**src/inc/sps_defines.svh**
```systemverilog
// constants of the servo amplifier power-up sequencer
`ifndef SPS_DEFINES_SVH
`define SPS_DEFINES_SVH

// ----------------------------------------------------------------
// clocks and timing
// ----------------------------------------------------------------
`define SPS_CLK_HZ          25000000
`define SPS_TMR_HZ          1250000
`define SPS_TMR_DIV         (`SPS_CLK_HZ / `SPS_TMR_HZ)
`define SPS_T1_MAX_A        16'h07d0
`define SPS_T2_MAX_A        16'h02b2
`define SPS_T1_PERIOD_US    1600
`define SPS_T2_PERIOD_US    552
`define SPS_T1_PER_SEC      625
`define SPS_RESET_SECS      2'd1
`define SPS_SETTLE_SECS     2'd3
`define SPS_FAULT_SECS      2'd3

// ----------------------------------------------------------------
// timer register file
// ----------------------------------------------------------------
`define SPS_TMR_BASE        8'h50
`define SPS_TMR_STEP        8'h02
`define SPS_TMR_WRITES      4'd12
`define SPS_T2_MISSING      8'h64
`define SPS_MODE_IDLE       16'h4000
`define SPS_MODE_T1_RUN     16'he009
`define SPS_MODE_T2_RUN     16'hc001
`define SPS_MODE_EN_BIT     0
`define SPS_MODE_PERMIT_BIT 14

// ----------------------------------------------------------------
// port bits and status masks
// ----------------------------------------------------------------
`define SPS_AMP_RESET_MASK  16'h2000
`define SPS_CONTACTOR_MASK  16'h8000
`define SPS_ROT_FAULT_MASK  16'h0101
`define SPS_FOCUS_FAULT_BIT 0
`define SPS_BUS_FAULT_FLAG  16'h0001

// ----------------------------------------------------------------
// apb register offsets
// ----------------------------------------------------------------
`define SPS_REG_CTRL        12'h000
`define SPS_REG_STATUS      12'h004
`define SPS_REG_FAULT       12'h008
`define SPS_REG_IDENT       12'h00c
`define SPS_REG_IRQ_STAT    12'h010
`define SPS_REG_IRQ_EN      12'h014
`define SPS_REG_IRQ_CLR     12'h018
`define SPS_REG_PORT        12'h01c
`define SPS_IDENT_DEFAULT   16'h5a01 // arbitrary identity value

`endif

```
**src/inc/sps_pkg.sv**
```systemverilog
// types of the servo amplifier power-up sequencer
package sps_pkg;
  typedef enum logic [3:0] {
    SPS_IDLE,
    SPS_TMR_OFF,
    SPS_RESET_AMP,
    SPS_SETTLE,
    SPS_POWER_ON,
    SPS_POWER_SETTLE,
    SPS_FAULT_POLL,
    SPS_FAULT_LATCH,
    SPS_HEALTHY_OFF,
    SPS_APEX_REQ,
    SPS_APEX_WAIT,
    SPS_EXEC
  } sps_state_t;

  typedef enum logic [1:0] {
    SPS_TO_NONE,
    SPS_TO_BOOT,
    SPS_TO_HEALTHY
  } sps_after_off_t;
endpackage

```
**src/hw/sps_timer.sv**
```systemverilog
// one interval timer with max count a and a write-protected mode register
`timescale 1ns/1ps
`include "sps_defines.svh"
module sps_timer
  import sps_pkg::*;
(
  input  wire logic        pclk,       // system clock
  input  wire logic        presetn,    // async reset, low
  input  wire logic        tick,       // 1.25 mhz count strobe
  input  wire logic        mode_we,    // mode register write
  input  wire logic        max_we,     // max count a write
  input  wire logic [15:0] wdata,      // write data
  output logic             running,    // counting
  output logic             expire      // one-cycle timeout pulse
);
  logic [15:0] max_q;
  logic [15:0] cnt_q;

  always_ff @(posedge pclk or negedge presetn) begin
    if (!presetn) begin
      max_q <= 16'h0001;
    end else if (max_we) begin
      max_q <= wdata;
    end
  end

  always_ff @(posedge pclk or negedge presetn) begin
    if (!presetn) begin
      running <= 1'b0;
    end else if (mode_we && wdata[`SPS_MODE_PERMIT_BIT]) begin
      running <= wdata[`SPS_MODE_EN_BIT];
    end
  end

  always_ff @(posedge pclk or negedge presetn) begin
    if (!presetn) begin
      cnt_q  <= 16'h0000;
      expire <= 1'b0;
    end else begin
      expire <= 1'b0;
      if (!running) begin
        cnt_q <= 16'h0000;
      end else if (tick) begin
        if (cnt_q + 16'h0001 >= max_q) begin
          cnt_q  <= 16'h0000;
          expire <= 1'b1;
        end else begin
          cnt_q <= cnt_q + 16'h0001;
        end
      end
    end
  end
endmodule

```
**src/hw/sps_sequencer.sv**
```systemverilog
// servo amplifier power-up and bus-fault sequencer with apb registers
//
// Design decisions made here: the placing of the registers and register access over APB.
`timescale 1ns/1ps
`include "sps_defines.svh"
module sps_sequencer
  import sps_pkg::*;
#(
  parameter int T1_PER_SEC = `SPS_T1_PER_SEC,         // timer 1 periods per second
  parameter logic [15:0] IDENT = `SPS_IDENT_DEFAULT   // arbitrary identity value
)(
  input  wire logic        pclk,          // system clock, 25 mhz
  input  wire logic        presetn,       // async reset, low
  input  wire logic        psel,          // apb select
  input  wire logic        penable,       // apb enable
  input  wire logic        pwrite,        // apb write
  input  wire logic [11:0] paddr,         // apb byte address
  input  wire logic [31:0] pwdata,        // apb write data
  output logic      [31:0] prdata,        // apb read data
  output logic             pready,        // apb ready
  output logic             pslverr,       // apb error
  input  wire logic [15:0] amp_status_n,  // low-true amplifier status pins
  input  wire logic        apex_valid,    // apex data arrived
  output logic             apex_req,      // apex data request pulse
  output logic      [15:0] port_out,      // output port a/b bits
  output logic             amp_reset_n,   // amplifier reset, low true
  output logic             irq            // level interrupt
);
  // ----------------------------------------------------------------
  // state
  // ----------------------------------------------------------------
  sps_state_t      state_q;
  sps_after_off_t  after_q;
  logic [15:0] port_q;
  logic [15:0] amplifier_fault_word_q;
  logic [15:0] unit_identity_word_q;
  logic        timer_expiry_flag_q;
  logic [1:0]  secs_q;
  logic [9:0]  sec_cnt_q;
  logic [3:0]  wr_idx_q;
  logic [4:0]  div_q;
  logic        start_q, axis_rot_q;
  logic [2:0]  irq_stat_q, irq_en_q;
  logic [15:0] st_s1v_q, st_s2_q;
  logic        ap_s1_q, ap_s2_q;
  logic        tick, bus_fault, t1_exp, t1_run, t2_run, sec_done;
  logic        t_mode_we [3];
  logic        t_max_we  [3];
  logic [15:0] t_wdata;
  logic [7:0]  t_addr;
  logic [2:0]  ev;

  // ----------------------------------------------------------------
  // input synchronisers
  // ----------------------------------------------------------------
  always_ff @(posedge pclk or negedge presetn) begin
    if (!presetn) begin
      st_s1v_q <= 16'hffff;
      st_s2_q  <= 16'hffff;
      ap_s1_q  <= 1'b0;
      ap_s2_q  <= 1'b0;
    end else begin
      st_s1v_q <= amp_status_n;
      st_s2_q  <= st_s1v_q;
      ap_s1_q  <= apex_valid;
      ap_s2_q  <= ap_s1_q;
    end
  end
  assign bus_fault = axis_rot_q ? ((~st_s2_q & `SPS_ROT_FAULT_MASK) != 16'h0000)
                                : ~st_s2_q[`SPS_FOCUS_FAULT_BIT];

  // ----------------------------------------------------------------
  // timer clock prescaler and timers
  // ----------------------------------------------------------------
  always_ff @(posedge pclk or negedge presetn) begin
    if (!presetn) begin
      div_q <= 5'd0;
    end else if (div_q == 5'(`SPS_TMR_DIV - 1)) begin
      div_q <= 5'd0;
    end else begin
      div_q <= div_q + 5'd1;
    end
  end
  assign tick = (div_q == 5'(`SPS_TMR_DIV - 1));

  assign t_addr = 8'(`SPS_TMR_BASE + {wr_idx_q, 1'b0});

  // shutdown table, one word per slot
  // mode words 4000h
  always_comb begin
    case (wr_idx_q)
      4'd3:    t_wdata = `SPS_MODE_IDLE;
      4'd5:    t_wdata = `SPS_T1_MAX_A;
      4'd7:    t_wdata = `SPS_MODE_IDLE;
      4'd9:    t_wdata = `SPS_T2_MAX_A;
      4'd11:   t_wdata = `SPS_MODE_IDLE;
      default: t_wdata = 16'h0000;
    endcase
  end

  // twelve writes, slot at 64h decodes to nothing
  always_comb begin
    for (int i = 0; i < 3; i++) begin
      t_mode_we[i] = 1'b0;
      t_max_we[i]  = 1'b0;
    end
    if (state_q == SPS_TMR_OFF) begin
      case (t_addr)
        8'h56:   t_mode_we[0] = 1'b1;
        8'h5a:   t_max_we[1]  = 1'b1;
        8'h5e:   t_mode_we[1] = 1'b1;
        8'h62:   t_max_we[2]  = 1'b1;
        8'h66:   t_mode_we[2] = 1'b1;
        default: ;
      endcase
    end else if (start_q) begin
      t_mode_we[1] = 1'b1;
      t_mode_we[2] = 1'b1;
    end
  end

  logic [15:0] t_bus [3];
  always_comb begin
    t_bus[0] = t_wdata;
    t_bus[1] = start_q ? `SPS_MODE_T1_RUN : t_wdata;
    t_bus[2] = start_q ? `SPS_MODE_T2_RUN : t_wdata;
  end

  logic t_exp [3];
  logic t_run [3];
  for (genvar g = 0; g < 3; g++) begin : g_tmr
    sps_timer u_tmr (
      .pclk    (pclk),
      .presetn (presetn),
      .tick    (tick),
      .mode_we (t_mode_we[g]),
      .max_we  (t_max_we[g]),
      .wdata   (t_bus[g]),
      .running (t_run[g]),
      .expire  (t_exp[g])
    );
  end
  assign t1_exp = t_exp[1];
  assign t1_run = t_run[1];
  assign t2_run = t_run[2];

  // ----------------------------------------------------------------
  // one-second wait built from timer 1 periods
  // ----------------------------------------------------------------
  assign sec_done = t1_exp && (sec_cnt_q == 10'(T1_PER_SEC - 1));

  always_ff @(posedge pclk or negedge presetn) begin
    if (!presetn) begin
      sec_cnt_q <= 10'd0;
    end else if (start_q) begin
      sec_cnt_q <= 10'd0;
    end else if (t1_exp) begin
      sec_cnt_q <= sec_done ? 10'd0 : sec_cnt_q + 10'd1;
    end
  end

  // expiry sets the flag; set wins over clear
  always_ff @(posedge pclk or negedge presetn) begin
    if (!presetn) begin
      timer_expiry_flag_q <= 1'b0;
    end else if (sec_done) begin
      timer_expiry_flag_q <= 1'b1;
    end else if (start_q) begin
      timer_expiry_flag_q <= 1'b0;
    end
  end

  // ----------------------------------------------------------------
  // sequencer
  // ----------------------------------------------------------------
  logic flag_seen;
  assign flag_seen = timer_expiry_flag_q && !start_q;

  always_ff @(posedge pclk or negedge presetn) begin
    if (!presetn) begin
      state_q  <= SPS_IDLE;
      after_q  <= SPS_TO_NONE;
      wr_idx_q <= 4'd0;
      secs_q   <= 2'd0;
      start_q  <= 1'b0;
      apex_req <= 1'b0;
    end else begin
      start_q  <= 1'b0;
      apex_req <= 1'b0;
      case (state_q)
        SPS_IDLE: begin
          if (psel && penable && pwrite && paddr == `SPS_REG_CTRL && pwdata[0]) begin
            state_q  <= SPS_TMR_OFF;
            after_q  <= SPS_TO_BOOT;
            wr_idx_q <= 4'd0;
          end
        end
        SPS_TMR_OFF: begin
          if (wr_idx_q == `SPS_TMR_WRITES - 4'd1) begin
            wr_idx_q <= 4'd0;
            if (after_q == SPS_TO_HEALTHY) begin
              state_q <= SPS_APEX_REQ;
            end else begin
              state_q <= SPS_RESET_AMP;
              secs_q  <= `SPS_RESET_SECS;
              start_q <= 1'b1;
            end
          end else begin
            wr_idx_q <= wr_idx_q + 4'd1;
          end
        end
        SPS_RESET_AMP, SPS_SETTLE, SPS_POWER_SETTLE: begin
          // one timeout per second, flag cleared before each
          if (flag_seen) begin
            if (secs_q == 2'd1) begin
              start_q <= 1'b1;
              case (state_q)
                SPS_RESET_AMP: begin
                  state_q <= SPS_SETTLE;
                  secs_q  <= `SPS_SETTLE_SECS;
                end
                SPS_SETTLE: begin
                  state_q <= SPS_POWER_ON;
                end
                default: begin
                  state_q <= SPS_FAULT_POLL;
                  secs_q  <= `SPS_FAULT_SECS;
                end
              endcase
            end else begin
              secs_q  <= secs_q - 2'd1;
              start_q <= 1'b1;
            end
          end
        end
        SPS_POWER_ON: begin
          state_q <= SPS_POWER_SETTLE;
          secs_q  <= `SPS_SETTLE_SECS;
          start_q <= 1'b1;
        end
        SPS_FAULT_POLL: begin
          if (!bus_fault) begin
            state_q  <= SPS_TMR_OFF;
            after_q  <= SPS_TO_HEALTHY;
            wr_idx_q <= 4'd0;
          end else if (flag_seen) begin
            if (secs_q == 2'd1) begin
              state_q <= SPS_FAULT_LATCH;
            end else begin
              secs_q  <= secs_q - 2'd1;
              start_q <= 1'b1;
            end
          end
        end
        SPS_FAULT_LATCH: begin
          state_q <= SPS_POWER_ON;
        end
        SPS_APEX_REQ: begin
          apex_req <= 1'b1;
          state_q  <= SPS_APEX_WAIT;
        end
        SPS_APEX_WAIT: begin
          if (ap_s2_q) begin
            state_q <= SPS_EXEC;
          end
        end
        SPS_EXEC: ;
        default: state_q <= SPS_IDLE;
      endcase
    end
  end

  // ----------------------------------------------------------------
  // port bits, fault word, identity
  // ----------------------------------------------------------------
  // reset active during one second
  // or in 2000h, keep other bits
  always_ff @(posedge pclk or negedge presetn) begin
    if (!presetn) begin
      port_q <= 16'h0000;
    end else if (state_q == SPS_TMR_OFF && after_q == SPS_TO_BOOT &&
                 wr_idx_q == `SPS_TMR_WRITES - 4'd1) begin
      port_q <= port_q | `SPS_AMP_RESET_MASK;
    end else if (state_q == SPS_SETTLE && start_q) begin
      port_q <= port_q & ~`SPS_AMP_RESET_MASK;
    end else if (state_q == SPS_POWER_ON) begin
      port_q <= `SPS_CONTACTOR_MASK;
    end else if (psel && penable && pwrite && paddr == `SPS_REG_PORT &&
                 state_q == SPS_EXEC) begin
      port_q <= pwdata[15:0];
    end
  end

  always_ff @(posedge pclk or negedge presetn) begin
    if (!presetn) begin
      amplifier_fault_word_q <= 16'h0000;
      unit_identity_word_q   <= 16'h0000;
    end else begin
      if (state_q == SPS_FAULT_LATCH) begin
        amplifier_fault_word_q <= amplifier_fault_word_q | `SPS_BUS_FAULT_FLAG;
      end else if (state_q == SPS_TMR_OFF && after_q == SPS_TO_HEALTHY &&
                   wr_idx_q == 4'd0) begin
        amplifier_fault_word_q <= 16'h0000;
      end
      if (state_q == SPS_APEX_REQ) begin
        unit_identity_word_q <= IDENT;
      end
    end
  end

  // ----------------------------------------------------------------
  // interrupts: latch, reset start, executive reached
  // ----------------------------------------------------------------
  assign ev = {state_q == SPS_APEX_WAIT && ap_s2_q,
               state_q == SPS_RESET_AMP && start_q,
               state_q == SPS_FAULT_LATCH};

  always_ff @(posedge pclk or negedge presetn) begin
    if (!presetn) begin
      irq_stat_q <= 3'h0;
      irq_en_q   <= 3'h0;
      axis_rot_q <= 1'b0;
    end else begin
      if (psel && penable && pwrite && paddr == `SPS_REG_IRQ_CLR) begin
        irq_stat_q <= (irq_stat_q & ~pwdata[2:0]) | ev;
      end else begin
        irq_stat_q <= irq_stat_q | ev;
      end
      if (psel && penable && pwrite && paddr == `SPS_REG_IRQ_EN) begin
        irq_en_q <= pwdata[2:0];
      end
      if (psel && penable && pwrite && paddr == `SPS_REG_CTRL) begin
        axis_rot_q <= pwdata[1];
      end
    end
  end

  // ----------------------------------------------------------------
  // apb slave, zero wait states
  // ----------------------------------------------------------------
  always_ff @(posedge pclk or negedge presetn) begin
    if (!presetn) begin
      prdata  <= 32'h0000_0000;
      pready  <= 1'b0;
      pslverr <= 1'b0;
    end else begin
      pready  <= psel && !penable;
      pslverr <= 1'b0;
      prdata  <= 32'h0000_0000;
      if (psel && !penable) begin
        case (paddr)
          `SPS_REG_CTRL:     prdata <= {30'h0, axis_rot_q, 1'b0};
          `SPS_REG_STATUS:   prdata <= {20'h0, t2_run, t1_run, timer_expiry_flag_q,
                                        secs_q, 3'h0, state_q};
          `SPS_REG_FAULT:    prdata <= {16'h0, amplifier_fault_word_q};
          `SPS_REG_IDENT:    prdata <= {16'h0, unit_identity_word_q};
          `SPS_REG_IRQ_STAT: prdata <= {29'h0, irq_stat_q};
          `SPS_REG_IRQ_EN:   prdata <= {29'h0, irq_en_q};
          `SPS_REG_IRQ_CLR:  prdata <= 32'h0000_0000;
          `SPS_REG_PORT:     prdata <= {16'h0, port_q};
          default:           pslverr <= 1'b1;
        endcase
      end
    end
  end

  always_ff @(posedge pclk or negedge presetn) begin
    if (!presetn) begin
      port_out    <= 16'h0000;
      amp_reset_n <= 1'b1;
      irq         <= 1'b0;
    end else begin
      port_out    <= port_q;
      amp_reset_n <= ~port_q[13];
      irq         <= |(irq_stat_q & irq_en_q);
    end
  end
endmodule

```
**config.mk**
```make
export PLATFORM = sky130hd
export DESIGN_NAME = sps_sequencer
export DESIGN_NICKNAME = d
export VERILOG_FILES = /design/src/inc/sps_pkg.sv /design/src/hw/sps_timer.sv /design/src/hw/sps_sequencer.sv
export VERILOG_INCLUDE_DIRS = /design/src /design/src/inc
export SDC_FILE = /design/constraint.sdc
export NUM_CORES = 1
export LEC_CHECK = 0
export ABC_AREA = 1
export ABC_CLOCK_PERIOD_IN_PS = 2400
export BUFFER_PORTS_ARGS = -buffer_cell sky130_fd_sc_hd__buf_2
export CORE_AREA = 5 5 217 167
export CTS_CLUSTER_DIAMETER = 200
export CTS_CLUSTER_SIZE = 20
export DETAILED_ROUTE_END_ITERATION = 10
export DIE_AREA = 0 0 222 172
export GPL_ROUTABILITY_DRIVEN = 1
export PLACE_DENSITY_LB_ADDON = 0.1
export SKIP_LAST_GASP = 1
export SLEW_MARGIN = 0
export SYNTH_ARGS = -nofsm -noshare
export SYNTH_HDL_FRONTEND = slang
export SYNTH_HIERARCHICAL = 1
export SYNTH_SLANG_ARGS = --single-unit
```
**constraint.sdc**
```tcl
create_clock -name pclk -period 2.4 [get_ports pclk]
set_input_delay 0.48 -clock pclk [delete_from_list [all_inputs] [get_ports pclk]]
set_output_delay 0.48 -clock pclk [all_outputs]
set_load 0.005 [all_outputs]
```
==> results.toml, run 1 <==
[place]
placed_area_sq_um = 8040
io_buffer_count = 72
dp_cells = 1376
post-place-ws_ps = 18.5
gp_congestion = 0.731
place_hpwl_um = 14800

[sta]
hold_viol = 0
grt_setup_unrepaired = "yes"
tightestPinTransition_ps = 578
fin_ws_ps = 64.3
slew_viol_final = 0
slew_headroom_pct = 61.5
finalSetupViolations = 0
clock_skew_ps = 9.90
whs_ps = 23.9
post-route-period-util_pct = 97.3
clock.fmax_mhz = 428
period_minus_slack_ps = 2340

[outcome]
status = "finished, final reports clean"

[cts]
root_buffer = "clkbuf_16"
clk_pin_slew_worst_paths_ps = 60
cts_buffers = 17
worstSkewPairLatency_ps = 440
htreeDepth = 4
cts_buffer_depth = 2
cts.sink_count = 132
cts_tree = "built"

[power]
vdd_drop_max_v = 0.000321
power_density_nw_per_um2 = 871
p_leak_nw = 4.36
power_mw = 7.69

[worst_setup_path]
required_ps = 2730
slowest_delay_ps = 410
crit_fanout = 8
worst_setup_path_end_kind = "flip-flop"
cp.arrival_ps = 2660
crit_type = "flip-flop to flip-flop"
crit_path_start_kind = "flip-flop"
path_buf_inv = 2
r2r_start = "g_tmr[1].u_tmr/cnt_q[1]$_DFFE_PN0P_"
crit_start = "g_tmr[1].u_tmr/cnt_q[1]$_DFFE_PN0P_"
worstPathCellList = "ha_4, nand3_4, nor2_4, buf_6, nand4_1, nand2_1, nand2_2, ha_4, nand4_1, nor2_2, nand2_4, clkbuf_16, nand4_1, nand2_1"
worst_path_most_repeated_cell = "nand4_1"
crit_slowest_cell = "dfrtp_1"
crit_family = "simple AND/OR/NAND/NOR gates"

[route]
num_vias = 5609
drt-met1-wl_um = 11300
vias_per_cell = 3.96
wl_per_cell_um = 14.2
highest_layer = "met4"
drt-total-wl_um = 20100
wl_met2_um = 7730
drc = 0
drtIter0Drc = 370
wl_met3_um = 840
drt_first_pass_iters = 5
antenna_left = 0

[global_routing]
grt-ovfl-total = 0
grt_usage_pct = 10.9
grt_pass1_wl_um = 32400
antenna_found_initial = 0
grt_max_degree = 54
grt_pass1_vias = 5624

[synth]
netlist_instances = 818
syn_area_per_cell_sq_um = 8.44
yosysWarnings = 6
syn_area_sq_um = 6910

[final_layout]
finalNetCount = 1037
stdcell_count = 1415
post-route-cell-area_sq_um = 8830
antenna-diode-count = 0
area_growth_pct = 27.8
drive_gt1_share_pct = 25.8

[die]
io_pins = 119
die-area_sq_um = 38200
chipHeight_um = 172
start_util_pct = 20.3
core-area_sq_um = 34000
die_x_um = 222
rows = 59

[run]
drv_cap = 0

[worst_hold_path]
min_path_type = "input port to asynchronous set/reset pin"
-- placed cells by master, fill, tap and decap left out, types with 16 or more instances in the layout --
cell type    n
a21oi_1     30
inv_1       99
clkbuf_16   19
nand3_1     57
nand4_1     33
dfrtp_1    123
o21ai_0     30
buf_4       42
nor2_1      48
o21ai_1     16
nand3_2     17
nand2_1    200
buf_2       71
ha_1        23
conb_1      19
-- metal layers --
metal,global-route usage [%],up-vias
met5,0,-
li1,-,2880
met1,17.2,2622
met2,14.5,92
met3,2.75,15
met4,3.05,0
-- metrics by stage --
step / util (%) / setup TNS [ps]
final: 26.0 / 0
after floorplan: - / 0
after CTS: 25.4 / 0
after global placement: 23.7 / 0
after detailed placement: 23.7 / 0
after global routing: 26.0 / -1290
-- final timing paths --
kind / to / slack (ps) / depth (start not counted)
hold reg to reg: ap_s2_q$_DFF_PN0_ / 350 / 0
setup reg to reg: g_tmr[1].u_tmr/cnt_q[8]$_DFFE_PN0P_ / 60 / 14
setup / recovery: g_tmr[1].u_tmr/cnt_q[8]$_DFFE_PN0P_ / 60 / 14
min in group pclk: st_s1v_q[8]$_DFF_PN1_ / 140 / 1
hold / removal: apex_req$_DFF_PN0_ / 20 / 1
max in group asynchronous: g_tmr[1].u_tmr/max_q[0]$_DFFE_PN1P_ / 1700 / 2
-- timing repair --
item,CTS,global route
setup buffers,0,5
gates resized for setup,0,26
hold buffers,0,0
endpoints found under the setup margin,0,17
-- power by group --
group	switching [mW]	leakage (nW)	internal [mW]
Clock	1.18	0.287	1.40
Sequential	0.295	1.72	2.66
Combinational	1.41	2.36	0.734
-- flip-flops by register name, summed over array words and instances, names as in the netlist, 4 cells and up --
register / count
g_tmr.u_tmr/max_q: 16
div_q: 5
state_q: 4
port_q: 16
port_out: 16
sec_cnt_q: 10
g_tmr.u_tmr/cnt_q: 16
prdata: 16
wr_idx_q: 4
-- layout make-up --
type                            count  area, sq um
Multi-Input combinational cell    564         3140
Sequential cell                   132         3310
Timing Repair Buffer              121          815
Clock inverter                     14          136
Fill cell                        3742        25100
Tap cell                          457          572
Clock buffer                       18          439
Inverter                          109          409
Power figures use the tool's default switching activity.
==> run 2: changes to the inputs <==
- CTS_BUF_LIST: default -> sky130_fd_sc_hd__clkbuf_2
- SETUP_SLACK_MARGIN: default -> 0.5
==> results.toml, run 2 (same netlist as run 1, synthesis figures left out) <==
[route]
highest_layer = "met4"
drt_first_pass_iters = 4
wl_met2_um = 7890
vias_per_cell = 3.95
wl_met3_um = 746
drc = 0
antenna_left = 0
wl_per_cell_um = 14.0
drt-total-wl_um = 20200
drtIter0Drc = 310
num_vias = 5727
drt-met1-wl_um = 11300

[cts]
cts_buffer_depth = 2
clk_pin_slew_worst_paths_ps = 260
root_buffer = "clkbuf_2"
cts_buffers = 17
htreeDepth = 4
worstSkewPairLatency_ps = 780
cts_tree = "built"
cts.sink_count = 132

[place]
gp_congestion = 0.750
dp_cells = 1379
place_hpwl_um = 14900
io_buffer_count = 72

[final_layout]
finalNetCount = 1072
final_common_cell = "nand2_1"
stdcell_count = 1451
area_growth_pct = 29.2
final_cell_mix = "196 x nand2_1, 122 x dfrtp_1, 95 x inv_1"
drive_gt1_share_pct = 27.3
post-route-util_pct = 26.3
nFillCells = 3748

[sta]
post-route-period-util_pct = 98.6
slew_viol_final = 0
clock.fmax_mhz = 423
tightestPinTransition_ps = 513
grt_setup_unrepaired = "yes"
slew_headroom_pct = 65.8
hold_viol = 0
clock_skew_ps = 46.3
period_minus_slack_ps = 2370
setup_tns_ps = 0
finalSetupViolations = 0
whs_ps = 131

[worst_setup_path]
crit_type = "flip-flop to flip-flop"
r2r_start = "g_tmr[1].u_tmr/cnt_q[1]$_DFFE_PN0P_"
reg2reg_depth = 15
crit_path_start_kind = "flip-flop"
crit_fanout = 8
reg2reg_to = "g_tmr[1].u_tmr/cnt_q[7]$_DFFE_PN0P_"
reg2reg_slack_ps = 30
required_ps = 3090
worst_setup_path_end_kind = "flip-flop"
cp.arrival_ps = 3060

[power]
p_comb_share_pct = 33.5
internal-power_mw = 3.88
power_density_nw_per_um2 = 749
vdd_drop_max_v = 0.000320
p_seq_share_pct = 44.2
switchingPower_mw = 2.80
p_clk_share_pct = 22.3
switching_share_pct = 41.9
power_mw = 6.68
p_leak_nw = 4.40

[outcome]
status = "finished, final reports clean"

[worst_hold_path]
min_path_type = "input port to asynchronous set/reset pin"

[global_routing]
grt_max_degree = 39
grt_pass1_vias = 5723
grt_usage_pct = 11.0
antenna_found_initial = 1
grt_pass1_wl_um = 32900
grt-ovfl-total = 0

[die]
core-area_sq_um = 34000
start_util_pct = 20.3
io_pins = 119
rows = 59
chipHeight_um = 172
die-area_sq_um = 38200
die_x_um = 222

[run]
drv_cap = 0
==> run 2: critical path, stage by stage (launching register included) <==
cell	delay [ps]
dfrtp_1	480
ha_4	180
nand3_4	80
nor2_4	130
buf_6	100
nand4_1	60
nand2_1	80
nand2_2	90
ha_4	280
nand4_1	130
buf_4	170
nor2_4	100
nand2_4	110
buf_16	170
nand4_1	70
nand2_1	60
==> run 2: worst max-delay path by stage <==
stage | from | endpoint | depth (start not counted)
2_1_floorplan | g_tmr[1].u_tmr/cnt_q[0]$_DFFE_PN0P_ | g_tmr[1].u_tmr/cnt_q[10]$_DFFE_PN0P_ | 17
6_report | g_tmr[1].u_tmr/cnt_q[1]$_DFFE_PN0P_ | g_tmr[1].u_tmr/cnt_q[7]$_DFFE_PN0P_ | 15
5_1_grt | g_tmr[1].u_tmr/cnt_q[3]$_DFFE_PN0P_ | g_tmr[1].u_tmr/cnt_q[3]$_DFFE_PN0P_ | 16
3_5_place_dp | g_tmr[1].u_tmr/cnt_q[0]$_DFFE_PN0P_ | g_tmr[1].u_tmr/cnt_q[4]$_DFFE_PN0P_ | 11
4_1_cts | g_tmr[1].u_tmr/cnt_q[0]$_DFFE_PN0P_ | g_tmr[1].u_tmr/cnt_q[12]$_DFFE_PN0P_ | 18
3_3_place_gp | g_tmr[1].u_tmr/cnt_q[7]$_DFFE_PN0P_ | g_tmr[1].u_tmr/cnt_q[2]$_DFFE_PN0P_ | 11
==> run 2: routing by layer <==
layer / up-vias / track usage [%]
met5: - / 0
met1: 2665 / 17.1
met2: 91 / 15.0
met3: 15 / 2.39
met4: 0 / 3.59
li1: 2956 / -
==> run 2: timing repair <==
action / CTS / global route
endpoints found under the setup margin: 54 / 77
hold buffers: 25 / 0
gates resized for setup: 18 / 27
gates cloned: 2 / 0
setup buffers: 6 / 6
endpoints found under the hold margin: 158 / 0
pin swaps: 6 / 22
==> run 2: cell type report <==
cell class / count / area [sq um] / share of cell area (%)
sequential: 132 / 3320 / 37.2
multi-input combinational: 564 / 3220 / 36.1
timing repair buffer: 156 / 1160 / 13.1
tap: 457 / 572 / 6.41
inverter: 109 / 409 / 4.58
clock inverter: 15 / 158 / 1.77
clock buffer: 17 / 85.1 / 0.953
antenna: 1 / 2.50 / 0.0280
==> run 2: power groups by stage <==
stage	clock network (mW)	registers (mW)	logic [mW]
detailed placement	0	3.01	2.15
floorplan	0	2.91	1.51
CTS	1.59	2.96	2.25
finish	1.49	2.96	2.24
global placement	0	3.01	2.16
global route	1.68	3.03	2.59
==> run 2: through the flow <==
stage / setup slack (ps) / cell area (sq um)
global placement: -345 / 8070
detailed placement: -330 / 8070
CTS: 43.4 / 8760
finish: 33.5 / 8920
global route: -122 / 8920
floorplan: 253 / 7000
==> run 3: changes to the inputs <==
- RECOVER_POWER: default -> 100
- SLEW_MARGIN: 0 -> 30
==> results.toml, run 3 (same netlist as run 1, synthesis figures left out) <==
[sta]
slew_viol_final = 0
slew_headroom_pct = 30.1
clock.fmax_mhz = 422
fin_ws_ps = 32.8
period_minus_slack_ps = 2370
clock_skew_ps = 46.9
hold_viol = 0
post-route-period-util_pct = 98.6
finalSetupViolations = 0
tightestPinTransition_ps = 1050
grt_setup_unrepaired = "yes"
setup_tns_ps = 0

[final_layout]
area_growth_pct = 27.1
drive_gt1_share_pct = 22.7
final_common_cell = "nand2_1"
stdcell_count = 1451
post-route-util_pct = 25.9
final_cell_mix = "198 x nand2_1, 123 x dfrtp_1, 96 x inv_1"
finalNetCount = 1072

[global_routing]
antenna_found_initial = 1
grt-ovfl-total = 0
grt_pass1_vias = 5723
grt_max_degree = 39
grt_usage_pct = 11.0
grt_pass1_wl_um = 32900

[worst_setup_path]
crit_type = "flip-flop to flip-flop"
worst_setup_path_end_kind = "flip-flop"
crit_path_start_kind = "flip-flop"
crit_fanout = 8
cp.arrival_ps = 3060
required_ps = 3090

[route]
drc = 0
drt-met1-wl_um = 11500
drt-total-wl_um = 20300
highest_layer = "met4"
drtIter0Drc = 294
wl_met2_um = 7900
drt_first_pass_iters = 4
vias_per_cell = 3.95
wl_per_cell_um = 14.0
antenna_left = 0
wl_met3_um = 633
num_vias = 5726

[cts]
clk_pin_slew_worst_paths_ps = 270
worstSkewPairLatency_ps = 780
cts_buffer_depth = 2
cts_tree = "built"
htreeDepth = 4
root_buffer = "clkbuf_2"
cts.sink_count = 132
cts_buffers = 17

[die]
core-area_sq_um = 34000
chipHeight_um = 172
io_pins = 119
die-area_sq_um = 38200
start_util_pct = 20.3
rows = 59
die_x_um = 222

[place]
post-place-ws_ps = -330
gp_congestion = 0.750
dp_cells = 1379
io_buffer_count = 72
place_hpwl_um = 14900

[run]
drv_cap = 0

[power]
power_density_nw_per_um2 = 753
power_mw = 6.61
p_leak_nw = 4.25
vdd_drop_max_v = 0.000298

[outcome]
status = "finished, final reports clean"

[worst_hold_path]
min_path_type = "input port to flip-flop"
run 3: changes by cell type in the layout (fill, tap and decap cells not counted), moves of 3 or more:
cell / previous run / this run
clkbuf_2: 17 / 23
clkbuf_1: 0 / 32
nor2_1: 46 / 49
buf_4: 49 / 44
inv_2: 14 / 11
nand3_1: 57 / 60
o21ai_0: 31 / 34
buf_2: 71 / 41
run 3: worst max-delay path, stage by stage, from the launching register on:
cell and delay (ps):
dfrtp_1 480, ha_4 180, nand3_4 80, nor2_4 130, buf_6 100, nand4_1 60
nand2_1 80, nand2_2 90, ha_4 280, nand4_1 130, buf_4 170, nor2_4 100
nand2_4 110, buf_16 170, nand4_1 70, nand2_1 60
run 3: final timing paths:
path | from | to | slack [ps] | cells past startpoint
min | paddr[2] | axis_rot_q$_DFFE_PN0N_ | 120 | 6
max reg2reg | g_tmr[1].u_tmr/cnt_q[1]$_DFFE_PN0P_ | g_tmr[1].u_tmr/cnt_q[7]$_DFFE_PN0P_ | 30 | 15
max | g_tmr[1].u_tmr/cnt_q[1]$_DFFE_PN0P_ | g_tmr[1].u_tmr/cnt_q[7]$_DFFE_PN0P_ | 30 | 15
max in group asynchronous | presetn | prdata[9]$_DFF_PN0_ | 530 | 3
min reg2reg | st_s1v_q[8]$_DFF_PN1_ | st_s2_q[8]$_DFF_PN1_ | 380 | 0
min in group asynchronous | presetn | axis_rot_q$_DFFE_PN0N_ | 370 | 2
run 3: power by group:
part           switching [mW]  total (mW)  internal [mW]
Sequential              0.297        2.96           2.66
Combinational            1.42        2.16          0.742
Clock                    1.06        1.49          0.430
run 3: metal layers:
layer	GRT usage [%]	up-vias
met2	15.0	80
met5	0	-
met1	17.1	2679
met3	2.39	13
li1	-	2954
met4	3.59	0
run 3: per-stage QoR:
| step | cell area (sq um) | hold WS, ps |
|---|---|---|
| after floorplan | 7000 | 184 |
| after global placement | 8070 | 347 |
| after detailed placement | 8070 | 351 |
| after CTS | 8760 | 4.65 |
| after global routing | 8780 | 41.0 |
| final | 8780 | 123 |
run 3: layout make-up:
class	count	area, sq um
Clock inverter	15	158
Clock buffer	17	85.1
Inverter	109	409
Timing Repair Buffer	156	1080
Tap cell	457	572
Sequential cell	132	3310
Fill cell	3776	25200
Antenna cell	1	2.50
Multi-Input combinational cell	564	3160
run 3: what timing repair did:
item / 4_1_cts / 5_1_grt
cloned: 2 / 0
endpoints found under the setup margin: 54 / 77
buffers inserted: 6 / 6
gates resized for setup: 18 / 27
hold endpoints to repair: 158 / 0
pin swaps: 6 / 22
hold buffers: 25 / 0
